[config.mk]
export PLATFORM = sky130hd
export DESIGN_NAME = ccsr_regs
export DESIGN_NICKNAME = d
export VERILOG_FILES = /design/src/rtl/ccsr_pkg.sv /design/src/rtl/ccsr_regs.sv
export SDC_FILE = /design/constraint.sdc
export NUM_CORES = 1
export LEC_CHECK = 0
export ABC_CLOCK_PERIOD_IN_PS = 4900
export BUFFER_PORTS_ARGS = -buffer_cell sky130_fd_sc_hd__buf_2
export CELL_PAD_IN_SITES_DETAIL_PLACEMENT = 1
export CELL_PAD_IN_SITES_GLOBAL_PLACEMENT = 2
export CORE_AREA = 2 2 100 102
export CTS_BUF_LIST = sky130_fd_sc_hd__clkbuf_4 sky130_fd_sc_hd__clkbuf_8 sky130_fd_sc_hd__clkbuf_16
export CTS_CLUSTER_SIZE = 40
export DETAILED_ROUTE_END_ITERATION = 7
export DIE_AREA = 0 0 102 104
export MAX_ROUTING_LAYER = met4
export PLACE_DENSITY_LB_ADDON = 0.1
export SLEW_MARGIN = 20
export SYNTH_ARGS = -nofsm -noshare
export SYNTH_HDL_FRONTEND = slang
export SYNTH_SLANG_ARGS = --single-unit
[constraint.sdc]
create_clock -name clk_i -period 4.9 [get_ports clk_i]
set_input_delay 0.49 -clock clk_i [delete_from_list [all_inputs] [get_ports clk_i]]
set_output_delay 0.49 -clock clk_i [all_outputs]
set_load 0.05 [all_outputs]
[src/rtl/ccsr_pkg.sv]
// Constants and carrier types for the charger control and status registers
package ccsr_pkg;

    ////////////////////////////////////////////////////////////////////////////
    // Register offsets
    localparam logic [7:0] CCSR_MISC_CTRL_OFS = 8'h07;
    localparam logic [7:0] CCSR_OP_STATUS_OFS = 8'h08;

    // Misc control field positions
    localparam int CCSR_DET_FORCE_BIT = 7;
    localparam int CCSR_HALF_RATE_BIT = 6;
    localparam int CCSR_BSW_DIS_BIT   = 5;
    localparam int CCSR_WARM_VSEL_BIT = 4;
    localparam int CCSR_BSW_DLY_BIT   = 3;
    localparam int CCSR_BSW_RST_BIT   = 2;
    localparam int CCSR_TRACK_LSB     = 0;

    // Power-on values; watchdog returns only the masked bits to default
    localparam logic [7:0] CCSR_MISC_CTRL_RST = 8'h4C;
    localparam logic [7:0] CCSR_WDOG_MASK     = 8'hD4;

    // Operating status field positions
    localparam int CCSR_SRC_LSB   = 5;
    localparam int CCSR_PHASE_LSB = 3;
    localparam int CCSR_PG_BIT    = 2;
    localparam int CCSR_THERM_BIT = 1;
    localparam int CCSR_MINSYS_BIT = 0;

    // Input source type codes
    localparam logic [2:0] CCSR_SRC_NONE = 3'h0;
    localparam logic [2:0] CCSR_SRC_HOST = 3'h1;
    localparam logic [2:0] CCSR_SRC_ADPT = 3'h2;
    localparam logic [2:0] CCSR_SRC_OTG  = 3'h7;

    // Charge phase codes
    localparam logic [1:0] CCSR_PH_OFF  = 2'h0;
    localparam logic [1:0] CCSR_PH_PRE  = 2'h1;
    localparam logic [1:0] CCSR_PH_FAST = 2'h2;
    localparam logic [1:0] CCSR_PH_TERM = 2'h3;

    ////////////////////////////////////////////////////////////////////////////
    // Battery switch off delay: time in ms and derived cycles at 100 MHz
    localparam int CCSR_CLK_MHZ         = 100;
    localparam int CCSR_BSW_DLY_TIME_MS = 10;
    localparam int CCSR_BSW_DLY_CYCLES  = CCSR_BSW_DLY_TIME_MS * 1000 * CCSR_CLK_MHZ;

    // Battery switch sequencer
    typedef enum logic [1:0] {
        CCSR_BSW_ON   = 2'b00,
        CCSR_BSW_WAIT = 2'b01,
        CCSR_BSW_OFF  = 2'b10
    } ccsr_bsw_e;

    // Raw conditions from the analog side, not yet in the clock domain
    typedef struct packed {
        logic vbus_present;     // Input source attached
        logic otg_boost;        // Boost output active
        logic psel_high;        // Source select pin level
        logic charge_enable;    // Charging enabled
        logic below_precharge;  // Battery below pre-charge threshold
        logic charge_done;      // Charge terminated
        logic power_good;       // Input power good
        logic thermal_reg;      // In thermal regulation
        logic below_min_sys;    // Battery below minimum system voltage
        logic in_vdpm;          // In input voltage regulation
        logic in_idpm;          // In input current regulation
        logic cool_band;        // Battery in cool band
        logic warm_band;        // Battery in warm band
        logic detect_done;      // Forced input detection finished
    } ccsr_cond_s;

    // Register access strobe group from the serial bus engine
    typedef struct packed {
        logic       wr;         // Write strobe, one cycle
        logic       rd;         // Read strobe, one cycle
        logic [7:0] addr;       // Register offset
        logic [7:0] wdata;      // Write data
    } ccsr_req_s;

endpackage : ccsr_pkg

[src/rtl/ccsr_regs.sv]
// Charger misc control and operating status registers with their effects
// Function
// - Set detect bit forces input detection only while an input source is present
// - Detect bit self-clears when detection completes
// - Half-rate bit slows safety timer only in DPM, cool band or thermal regulation
// - Delay bit selects immediate or delayed off
// - Warm band voltage limited unless bit set
// - Reset-allow bit gates battery switch reset
// - Tracking field picks higher voltage limit
// - Source type field encodes input kind
// - Current limit reported elsewhere, not here
// - Charge phase field encodes charging state
// - Power good bit mirrors input power
// - Thermal bit mirrors thermal regulation
// - Min-system bit mirrors low battery
// - Register reset restores defaults, timer
`timescale 1ns/1ps
`default_nettype none

module ccsr_regs #(
    parameter int BSW_DLY_CYCLES = ccsr_pkg::CCSR_BSW_DLY_CYCLES
) (
    input  wire logic                 clk_i,              // 100 MHz clock
    input  wire logic                 rstn_i,             // Sync reset, active low
    input  wire ccsr_pkg::ccsr_req_s  req_i,              // Register access strobes
    output logic [7:0]                rdata_o,            // Read data, one cycle after rd
    input  wire ccsr_pkg::ccsr_cond_s cond_i,             // Raw analog conditions
    input  wire logic                 watchdog_expired_i, // Watchdog expiry pulse
    input  wire logic                 reg_reset_i,        // Register reset command pulse
    input  wire logic                 bsw_reset_req_i,    // Battery switch reset request
    input  wire logic [3:0]           vlim_reg_i,         // Register input voltage limit
    input  wire logic [3:0]           vlim_track_i,       // Battery-tracked voltage limit
    output logic                      detect_req_o,       // Force input detection
    output logic                      timer_half_o,       // Safety timer at half rate
    output logic                      bsw_on_o,           // Battery switch may conduct
    output logic                      bsw_reset_o,        // Battery switch reset permitted
    output logic                      vchg_capped_o,      // Charge voltage capped
    output logic [3:0]                vlim_eff_o,         // Effective input voltage limit
    output logic                      timer_reset_o,      // Safety timer reset pulse
    output logic                      reg_reset_done_o    // Register reset completed
);
    import ccsr_pkg::*;

    ////////////////////////////////////////////////////////////////////////////
    // Helpers
    function automatic logic [3:0] max4(input logic [3:0] a, input logic [3:0] b);
        max4 = (a > b) ? a : b;
    endfunction : max4

    function automatic logic hit(input ccsr_req_s r, input logic [7:0] ofs);
        hit = (r.addr == ofs);
    endfunction : hit

    ////////////////////////////////////////////////////////////////////////////
    // Two-stage synchroniser for analog conditions
    ccsr_cond_s cond_m_ff;
    ccsr_cond_s cond_ff;
    logic       done_d_ff;
    logic       done_pulse;

    always_ff @(posedge clk_i) begin
        if (!rstn_i) begin
            cond_m_ff <= '0;
            cond_ff   <= '0;
            done_d_ff <= 1'b0;
        end else begin
            cond_m_ff <= cond_i;
            cond_ff   <= cond_m_ff;
            done_d_ff <= cond_ff.detect_done;
        end
    end

    assign done_pulse = cond_ff.detect_done & ~done_d_ff;

    ////////////////////////////////////////////////////////////////////////////
    // Misc control register
    logic [7:0] ctrl_ff;
    logic [7:0] nxt_ctrl;
    logic       ctrl_wr;

    assign ctrl_wr = req_i.wr & hit(req_i, CCSR_MISC_CTRL_OFS);

    always_comb begin
        nxt_ctrl = ctrl_ff;
        if (done_pulse) begin
            nxt_ctrl[CCSR_DET_FORCE_BIT] = 1'b0;
        end
        if (watchdog_expired_i) begin
            nxt_ctrl = (ctrl_ff & ~CCSR_WDOG_MASK) | (CCSR_MISC_CTRL_RST & CCSR_WDOG_MASK);
        end
        // A host write in the completion cycle wins, so a new request is not lost
        if (ctrl_wr) begin
            nxt_ctrl = req_i.wdata;
        end
        if (reg_reset_i) begin
            nxt_ctrl = CCSR_MISC_CTRL_RST;
        end
    end

    always_ff @(posedge clk_i) begin
        if (!rstn_i) begin
            ctrl_ff <= CCSR_MISC_CTRL_RST;
        end else begin
            ctrl_ff <= nxt_ctrl;
        end
    end

    ////////////////////////////////////////////////////////////////////////////
    // Register reset handshake: done pulse shows the command bit may drop
    logic rst_done_ff;

    always_ff @(posedge clk_i) begin
        if (!rstn_i) begin
            rst_done_ff <= 1'b0;
        end else begin
            rst_done_ff <= reg_reset_i;
        end
    end

    assign timer_reset_o    = rst_done_ff;
    assign reg_reset_done_o = rst_done_ff;

    ////////////////////////////////////////////////////////////////////////////
    // Status word, built live from synchronised conditions
    logic [2:0] src_type;
    logic [1:0] phase;
    logic [7:0] status;

    assign src_type = cond_ff.otg_boost     ? CCSR_SRC_OTG  :
                      !cond_ff.vbus_present ? CCSR_SRC_NONE :
                      cond_ff.psel_high     ? CCSR_SRC_HOST : CCSR_SRC_ADPT;

    always_comb begin
        if (!cond_ff.charge_enable) begin
            phase = CCSR_PH_OFF;
        end else if (cond_ff.charge_done) begin
            phase = CCSR_PH_TERM;
        end else if (cond_ff.below_precharge) begin
            phase = CCSR_PH_PRE;
        end else begin
            phase = CCSR_PH_FAST;
        end
    end

    assign status = {src_type, phase, cond_ff.power_good, cond_ff.thermal_reg,
                     cond_ff.below_min_sys};

    ////////////////////////////////////////////////////////////////////////////
    // Read port; status writes fall through as no-ops
    logic [7:0] rdata_ff;

    always_ff @(posedge clk_i) begin
        if (!rstn_i) begin
            rdata_ff <= 8'h00;
        end else if (req_i.rd) begin
            if (hit(req_i, CCSR_MISC_CTRL_OFS)) begin
                rdata_ff <= ctrl_ff;
            end else if (hit(req_i, CCSR_OP_STATUS_OFS)) begin
                rdata_ff <= status;
            end else begin
                rdata_ff <= 8'h00;
            end
        end
    end

    assign rdata_o = rdata_ff;

    ////////////////////////////////////////////////////////////////////////////
    // Control effects
    // forced detection
    assign detect_req_o = ctrl_ff[CCSR_DET_FORCE_BIT] & cond_ff.vbus_present;
    assign timer_half_o = ctrl_ff[CCSR_HALF_RATE_BIT] &
                          (cond_ff.in_vdpm | cond_ff.in_idpm | cond_ff.cool_band |
                           cond_ff.thermal_reg);
    assign vchg_capped_o = cond_ff.warm_band & ~ctrl_ff[CCSR_WARM_VSEL_BIT];
    assign bsw_reset_o = bsw_reset_req_i & ctrl_ff[CCSR_BSW_RST_BIT];
    assign vlim_eff_o = (ctrl_ff[CCSR_TRACK_LSB +: 2] == 2'b00) ? vlim_reg_i
                                                              : max4(vlim_reg_i, vlim_track_i);
    ////////////////////////////////////////////////////////////////////////////
    // Battery switch sequencer
    ccsr_bsw_e   bsw_ff;
    ccsr_bsw_e   nxt_bsw;
    logic [31:0] dly_cnt_ff;
    logic        bsw_dis;

    assign bsw_dis = ctrl_ff[CCSR_BSW_DIS_BIT];

    always_comb begin
        nxt_bsw = bsw_ff;
        unique case (bsw_ff)
            CCSR_BSW_ON: begin
                if (bsw_dis) begin
                    nxt_bsw = ctrl_ff[CCSR_BSW_DLY_BIT] ? CCSR_BSW_WAIT : CCSR_BSW_OFF;
                end
            end
            CCSR_BSW_WAIT: begin
                if (!bsw_dis) begin
                    nxt_bsw = CCSR_BSW_ON;
                end else if (dly_cnt_ff >= 32'(BSW_DLY_CYCLES - 1)) begin
                    nxt_bsw = CCSR_BSW_OFF;
                end
            end
            CCSR_BSW_OFF: begin
                if (!bsw_dis) begin
                    nxt_bsw = CCSR_BSW_ON;
                end
            end
            default: begin
                nxt_bsw = CCSR_BSW_ON;
            end
        endcase
    end

    always_ff @(posedge clk_i) begin
        if (!rstn_i) begin
            bsw_ff <= CCSR_BSW_ON;
        end else begin
            bsw_ff <= nxt_bsw;
        end
    end

    // Counter only runs in the wait state, so a cancelled delay restarts in full
    always_ff @(posedge clk_i) begin
        if (!rstn_i) begin
            dly_cnt_ff <= 32'h0000_0000;
        end else if (bsw_ff == CCSR_BSW_WAIT) begin
            dly_cnt_ff <= dly_cnt_ff + 32'h0000_0001;
        end else begin
            dly_cnt_ff <= 32'h0000_0000;
        end
    end

    assign bsw_on_o = (bsw_ff != CCSR_BSW_OFF);

    ////////////////////////////////////////////////////////////////////////////
    // Assertions
    property p_detect_req;
        @(posedge clk_i) disable iff (!rstn_i)
        ctrl_ff[CCSR_DET_FORCE_BIT] && cond_ff.vbus_present |-> detect_req_o;
    endproperty
    a_detect_req: assert property (p_detect_req)
        else $error("detect request not raised");

    property p_detect_clear;
        @(posedge clk_i) disable iff (!rstn_i)
        done_pulse && !ctrl_wr && !watchdog_expired_i && !reg_reset_i
            |=> !ctrl_ff[CCSR_DET_FORCE_BIT];
    endproperty
    a_detect_clear: assert property (p_detect_clear)
        else $error("detect bit did not clear");

    property p_half_rate;
        @(posedge clk_i) disable iff (!rstn_i)
        !ctrl_ff[CCSR_HALF_RATE_BIT] |-> !timer_half_o;
    endproperty
    a_half_rate: assert property (p_half_rate)
        else $error("timer slowed while disabled");

    property p_bsw_now;
        @(posedge clk_i) disable iff (!rstn_i)
        bsw_ff == CCSR_BSW_ON && bsw_dis && !ctrl_ff[CCSR_BSW_DLY_BIT] |=> !bsw_on_o;
    endproperty
    a_bsw_now: assert property (p_bsw_now)
        else $error("switch not off at once");

    property p_bsw_hold;
        @(posedge clk_i) disable iff (!rstn_i)
        bsw_ff == CCSR_BSW_WAIT && bsw_dis && dly_cnt_ff < 32'(BSW_DLY_CYCLES - 1)
            |=> bsw_on_o && bsw_ff == CCSR_BSW_WAIT;
    endproperty
    a_bsw_hold: assert property (p_bsw_hold)
        else $error("switch off before delay");

    property p_bsw_off;
        @(posedge clk_i) disable iff (!rstn_i)
        bsw_ff == CCSR_BSW_WAIT && bsw_dis && dly_cnt_ff == 32'(BSW_DLY_CYCLES - 1)
            |=> !bsw_on_o;
    endproperty
    a_bsw_off: assert property (p_bsw_off)
        else $error("switch still on after delay");

    property p_warm;
        @(posedge clk_i) disable iff (!rstn_i)
        vchg_capped_o |-> cond_ff.warm_band && !ctrl_ff[CCSR_WARM_VSEL_BIT];
    endproperty
    a_warm: assert property (p_warm)
        else $error("voltage cap wrongly applied");

    property p_bsw_rst;
        @(posedge clk_i) disable iff (!rstn_i)
        bsw_reset_o |-> ctrl_ff[CCSR_BSW_RST_BIT];
    endproperty
    a_bsw_rst: assert property (p_bsw_rst)
        else $error("switch reset while blocked");

    property p_track;
        @(posedge clk_i) disable iff (!rstn_i)
        ctrl_ff[CCSR_TRACK_LSB +: 2] != 2'b00 |-> vlim_eff_o >= vlim_reg_i
            && vlim_eff_o >= vlim_track_i;
    endproperty
    a_track: assert property (p_track)
        else $error("tracked limit below inputs");

    property p_stat_read;
        @(posedge clk_i) disable iff (!rstn_i)
        req_i.rd && hit(req_i, CCSR_OP_STATUS_OFS) |=> rdata_o == $past(status);
    endproperty
    a_stat_read: assert property (p_stat_read)
        else $error("status read not live");

    property p_reg_reset;
        @(posedge clk_i) disable iff (!rstn_i)
        reg_reset_i |=> ctrl_ff == CCSR_MISC_CTRL_RST && timer_reset_o && reg_reset_done_o;
    endproperty
    a_reg_reset: assert property (p_reg_reset)
        else $error("register reset incomplete");

endmodule : ccsr_regs
`default_nettype wire

-- Word level (Yosys, flattened, before mapping)
Cells that the tools add are included.
- add/sub/neg operators: 1
- order comparisons: 2
- equality and inequality tests: 8
- mux-type cells: 19
- bitwise gates (word level): 12
- reduce and logical (&&, ||, !) cells: 7
- operators with widths (cell ; count):
    $add 32x1->32 const B ; 1
    $ge 32x20->1 const B ; 1
    $mux 8 ; 4
    $mux 2 ; 10
    $eq 8x3->1 const B ; 1
    $eq 8x4->1 const B ; 1
    $mux 4 ; 2
    $and 1x1->1 ; 6
    $ne 2x2->1 const B ; 3
    $pmux 2 s3 ; 1
    $gt 4x4->1 ; 1
    $logic_not 2->1 ; 2
    $mux 3 ; 1
    $ne 3x3->1 const B ; 1
    $not 1->1 ; 3
    $or 1x1->1 ; 3
    $reduce_and 3->1 ; 1
    $reduce_bool 3->1 ; 1
    $eq 2x1->1 const B ; 1
    $eq 2x2->1 const B ; 1
    $reduce_and 2->1 ; 1
    $reduce_bool 2->1 ; 1
    $reduce_or 2->1 ; 1
    $mux 1 ; 1
- register bits after elaboration: 80
- output and inout port bits: 19
- word-level logic and storage cells: 85

-- Longest topological paths before layout
- depth after elaboration: 5
- mapped depth: 7
- mapped depth without buffers: 7

-- Worst setup path after synthesis
Ideal clock, no wire load.
- path kind: in2out
- from: in vlim_track_i[1]
- to: out vlim_eff_o[0]
- data arrival time: 1826 ps
- data required time: 4410 ps
- slack: 2584 ps
- stages on the path: 7
- cell sequence: inv_1 -> ha_1 -> nor2b_1 -> o21ai_0 -> a21oi_1 -> nor2_1 -> mux2_2
- longest elaborated chain between the ends: 3
- RTL lines (item ; line ; text):
    start, declared ; ccsr_regs.sv:32 ; input wire logic [3:0] vlim_track_i,
    $gt 4x4->1 ; ccsr_regs.sv:47 ; max4 = (a > b) ? a : b;
    $mux 4 ; ccsr_regs.sv:47 ;
    $mux 4 ; ccsr_regs.sv:177 ; assign vlim_eff_o = (ctrl_ff[CCSR_TRACK_LSB +: 2] == 2'b00) ? vlim_reg_i
    end, declared ; ccsr_regs.sv:38 ; output logic [3:0] vlim_eff_o,
No other way between the ends.

-- Worst setup path in the final report
- from: in vlim_reg_i[1]
- to: out vlim_eff_o[2]
- longest elaborated chain between the ends: 3
- RTL lines (item ; line ; text):
    start, declared ; ccsr_regs.sv:31 ; input wire logic [3:0] vlim_reg_i,
    $gt 4x4->1 ; ccsr_regs.sv:47 ;
    $mux 4 ; ccsr_regs.sv:47 ;
    $mux 4 ; ccsr_regs.sv:177 ;
No other way between the ends.

==> key figures <==
Run status
  – Outcome: finished clean

Die
  – Die Y-Extent: 104 µm
  – Starting Density: 34.8%
  – IO Count: 64
  – Chip Width: 102 µm
  – Core area: 9550 µm²
  – Die area: 10600 µm²
  – Row cnt: 36

Yosys
  – Simple-gate share of the synthesized area: 31.2%
  – Synth Register Bits: 80
  – Cell count after synthesis: 360
  – Adder-cell share of the synthesized area: 1.88%
  – Cell taking the most area after synthesis: dfxtp_1
  – Register area share after synthesis: 48.2%
  – Count of different cell masters after synthesis: 43
  – Multiplexer share of the synthesized area: 1.35%
  – Total number of yosys warnings: 0
  – Most frequent cell after synthesis: dfxtp_1
  – Share of synthesized registers carrying an async set or reset: 0%
  – Xor and xnor area share after synthesis: 7.90%
  – Ranking of synthesized cells by area: dfxtp_1, and2_1, xor2_1
  – Syn_nets: 410
  – Synthesized area per cell: 9.24 µm²
  – Top FF cell, synth: dfxtp_1
  – Compound-gate portion of the synthesized area: 6.51%
  – Number of synthesized flops with an enable pin: 0
  – Synth Cell Area: 3330 µm²
  – Share of the synthesized area in the top cell type: 48.2%
  – Largest family of logic cells by synthesized area: simple AND/OR/NAND/NOR gates
  – Synth cell count leaders: dfxtp_1, nor2_1, and2_1

GRT
  – Grt ovf: 0
  – Initial antenna violation count: 0
  – Largest net degree at the start of global routing: 45
  – Global-route wire length before repair: 12.6 mm
  – Vias in the first global route: 2628
  – Total track usage: 15.6%

Hold path
  – Hold Path Depth: 2
  – Worst min path class: in2reg

Drt
  – DRT Pass-1 Iters: 4
  – WL/cell: 13.6 µm
  – Antenna viol nets, final: 0
  – Final WL: 7.61 mm
  – Via density per instance: 4.74
  – Post-route DRC: 0
  – Initial DRC count: 37
  – Vias: 2655

Placed design
  – DPL Wire Length: 5.54 mm
  – Port bufs: 63
  – Dpl ws: 2.25 ns
  – Final estimated routing congestion in global placement: 0.744
  – Post-DP Area: 3760 µm²

Pwr
  – Final Power: 0.00127 W
  – Pint: 0.000988 W
  – Clock share of power: 42.4%
  – PwrDens: 319 nW/µm²
  – Logic pwr share: 5.3%
  – Static leakage: 1.54 nW
  – Switching pwr: 0.000282 W
  – VDD IR max: 0.119 mV
  – Net Sw Frac: 22.2%
  – Flop pwr share: 52.3%

Cells and area
  – Diodes inserted: 0
  – Share of layout cells above drive strength 1: 21.3%
  – P&R area growth vs syn: 19.7%
  – Cell area after layout: 3980 µm²
  – Fillers: 1158
  – Nets@finish: 472
  – Fin util: 41.7%

Flow run
  – Max-cap violations: 0

Clocking
  – Worst-skew pair later-pin latency: 0.35 ns
  – Clk slew on worst S/H paths: 0.08 ns
  – TritonCTS clock tree: built
  – CTS Buf Count: 9
  – Post-CTS setup buffer count: 0
  – Number of H-tree levels: 3
  – CTS root buffer: clkbuf_8
  – Buffer depth of the longest clock path: 2
  – CTS Hold Bufs: 0
  – Sink Count: 80
  – Post_cts resized: 0

Critical path
  – Type of destination of the critical path: primary output
  – WP data arrival: 2.13 ns
  – Reg2Reg Depth: 6
  – WP data required: 4.41 ns
  – WS Path Type: in2out
  – CP Max Fanout: 4
  – CP startpoint kind: input pin

Timing
  – RSZ-0062 raised after global routing: no
  – Setup tns final: 0 ns
  – Max Freq: 0.382 GHz
  – Setup ws final: 2.28 ns
  – Clock Skew: 0.00571 ns
  – Minimum clock period: 2.62 ns
  – Measured slew at the worst slew-check pin: 0.838 ns
  – Pins Over Slew Limit: 0
  – Ratio of final minimum period to clock period: 53.5%
  – Hold Vio Cnt, Final: 0
  – Final setup viols: 0
  – Max-slew headroom: 44.0%
[per-stage QoR]
step | cells | hold WS [ns]
detailed placement | 544 | 0.421
floorplan | 360 | 0.412
global placement | 544 | 0.416
CTS | 560 | 0.328
global route | 560 | 0.336
finish | 560 | 0.344
[cell type report]
type                    instances  area [µm²]  share of cell area (%)
multi-input cells             255        1620                    40.8
flip-flops and latches         80        1600                    40.2
repair buffers                 64         323                    8.11
well taps                     133         166                    4.18
clock buffers                  11         139                    3.49
clock inverters                 5        81.3                    2.04
inverters                      12        45.0                    1.13
[kinds of logic after synthesis]
| kind of cell | Yosys count |
|---|---|
| simple gates | 182 |
| compound gates | 34 |
| mux | 4 |
| flops | 80 |
| fa+ha+maj | 5 |
| xor+xnor | 30 |
| buf+inv | 25 |
[worst paths after layout]
kind / from / to / slack, ns
max reg2reg: dly_cnt_ff[0] / dly_cnt_ff[30] / 2.98
max: vlim_reg_i[1] / vlim_eff_o[2] / 2.28
min reg2reg: cond_m_ff[0] / cond_ff[0] / 0.44
min: cond_i[0] / cond_m_ff[0] / 0.34
[registers in the layout, summed over array words and instances (netlist names)]
register	cells
dly_cnt_ff	32
cond_ff	14
cond_m_ff	14
ctrl_ff	8
rdata_o	8
bsw_ff	2
done_d_ff	1
reg_reset_done_o	1
[critical path, stage by stage]
cell     delay [ns]
buf_2          0.11
ha_1           0.30
nor2b_1        0.13
o21ai_0        0.14
a21oi_1        0.08
nor2_1         0.30
mux2_2         0.37
buf_2          0.21
[power groups by stage]
stage | logic [W] | clock network [W] | registers [W]
detailed placement | 0.0000692 | 0 | 0.000680
finish | 0.0000680 | 0.000538 | 0.000664
CTS | 0.0000696 | 0.000556 | 0.000664
global route | 0.0000747 | 0.000584 | 0.000666
floorplan | 0.0000389 | 0 | 0.000680
global placement | 0.0000673 | 0 | 0.000679
[per-layer routing]
metal / vias to the layer above / routed length (µm) / track usage, %
li1: 1353 / - / -
met1: 1244 / 3520 / 18.6
met2: 46 / 3630 / 25.2
met3: 12 / 305 / 2.89
met4: 0 / 160 / 7.14
met5: - / 0 / -
[layout by cell type, fill, tap and decap left out, types with 5 or more instances in the layout]
master / netlist / routed
dfxtp_1: 80 / 80
buf_2: 0 / 63
nor2_1: 44 / 44
and2_1: 39 / 39
xor2_1: 25 / 25
nand2_1: 23 / 23
nand3_1: 15 / 15
nand4_1: 14 / 14
inv_1: 12 / 12
clkbuf_8: 0 / 9
a21oi_1: 8 / 8
nor2b_1: 7 / 7
o22ai_1: 7 / 7
o21ai_0: 6 / 6
nor3_1: 6 / 6
nand2b_1: 5 / 5
and3_1: 5 / 5
xnor2_1: 5 / 5
a22oi_1: 5 / 5
ha_1: 5 / 5
(Power assumes the default switching activity.)
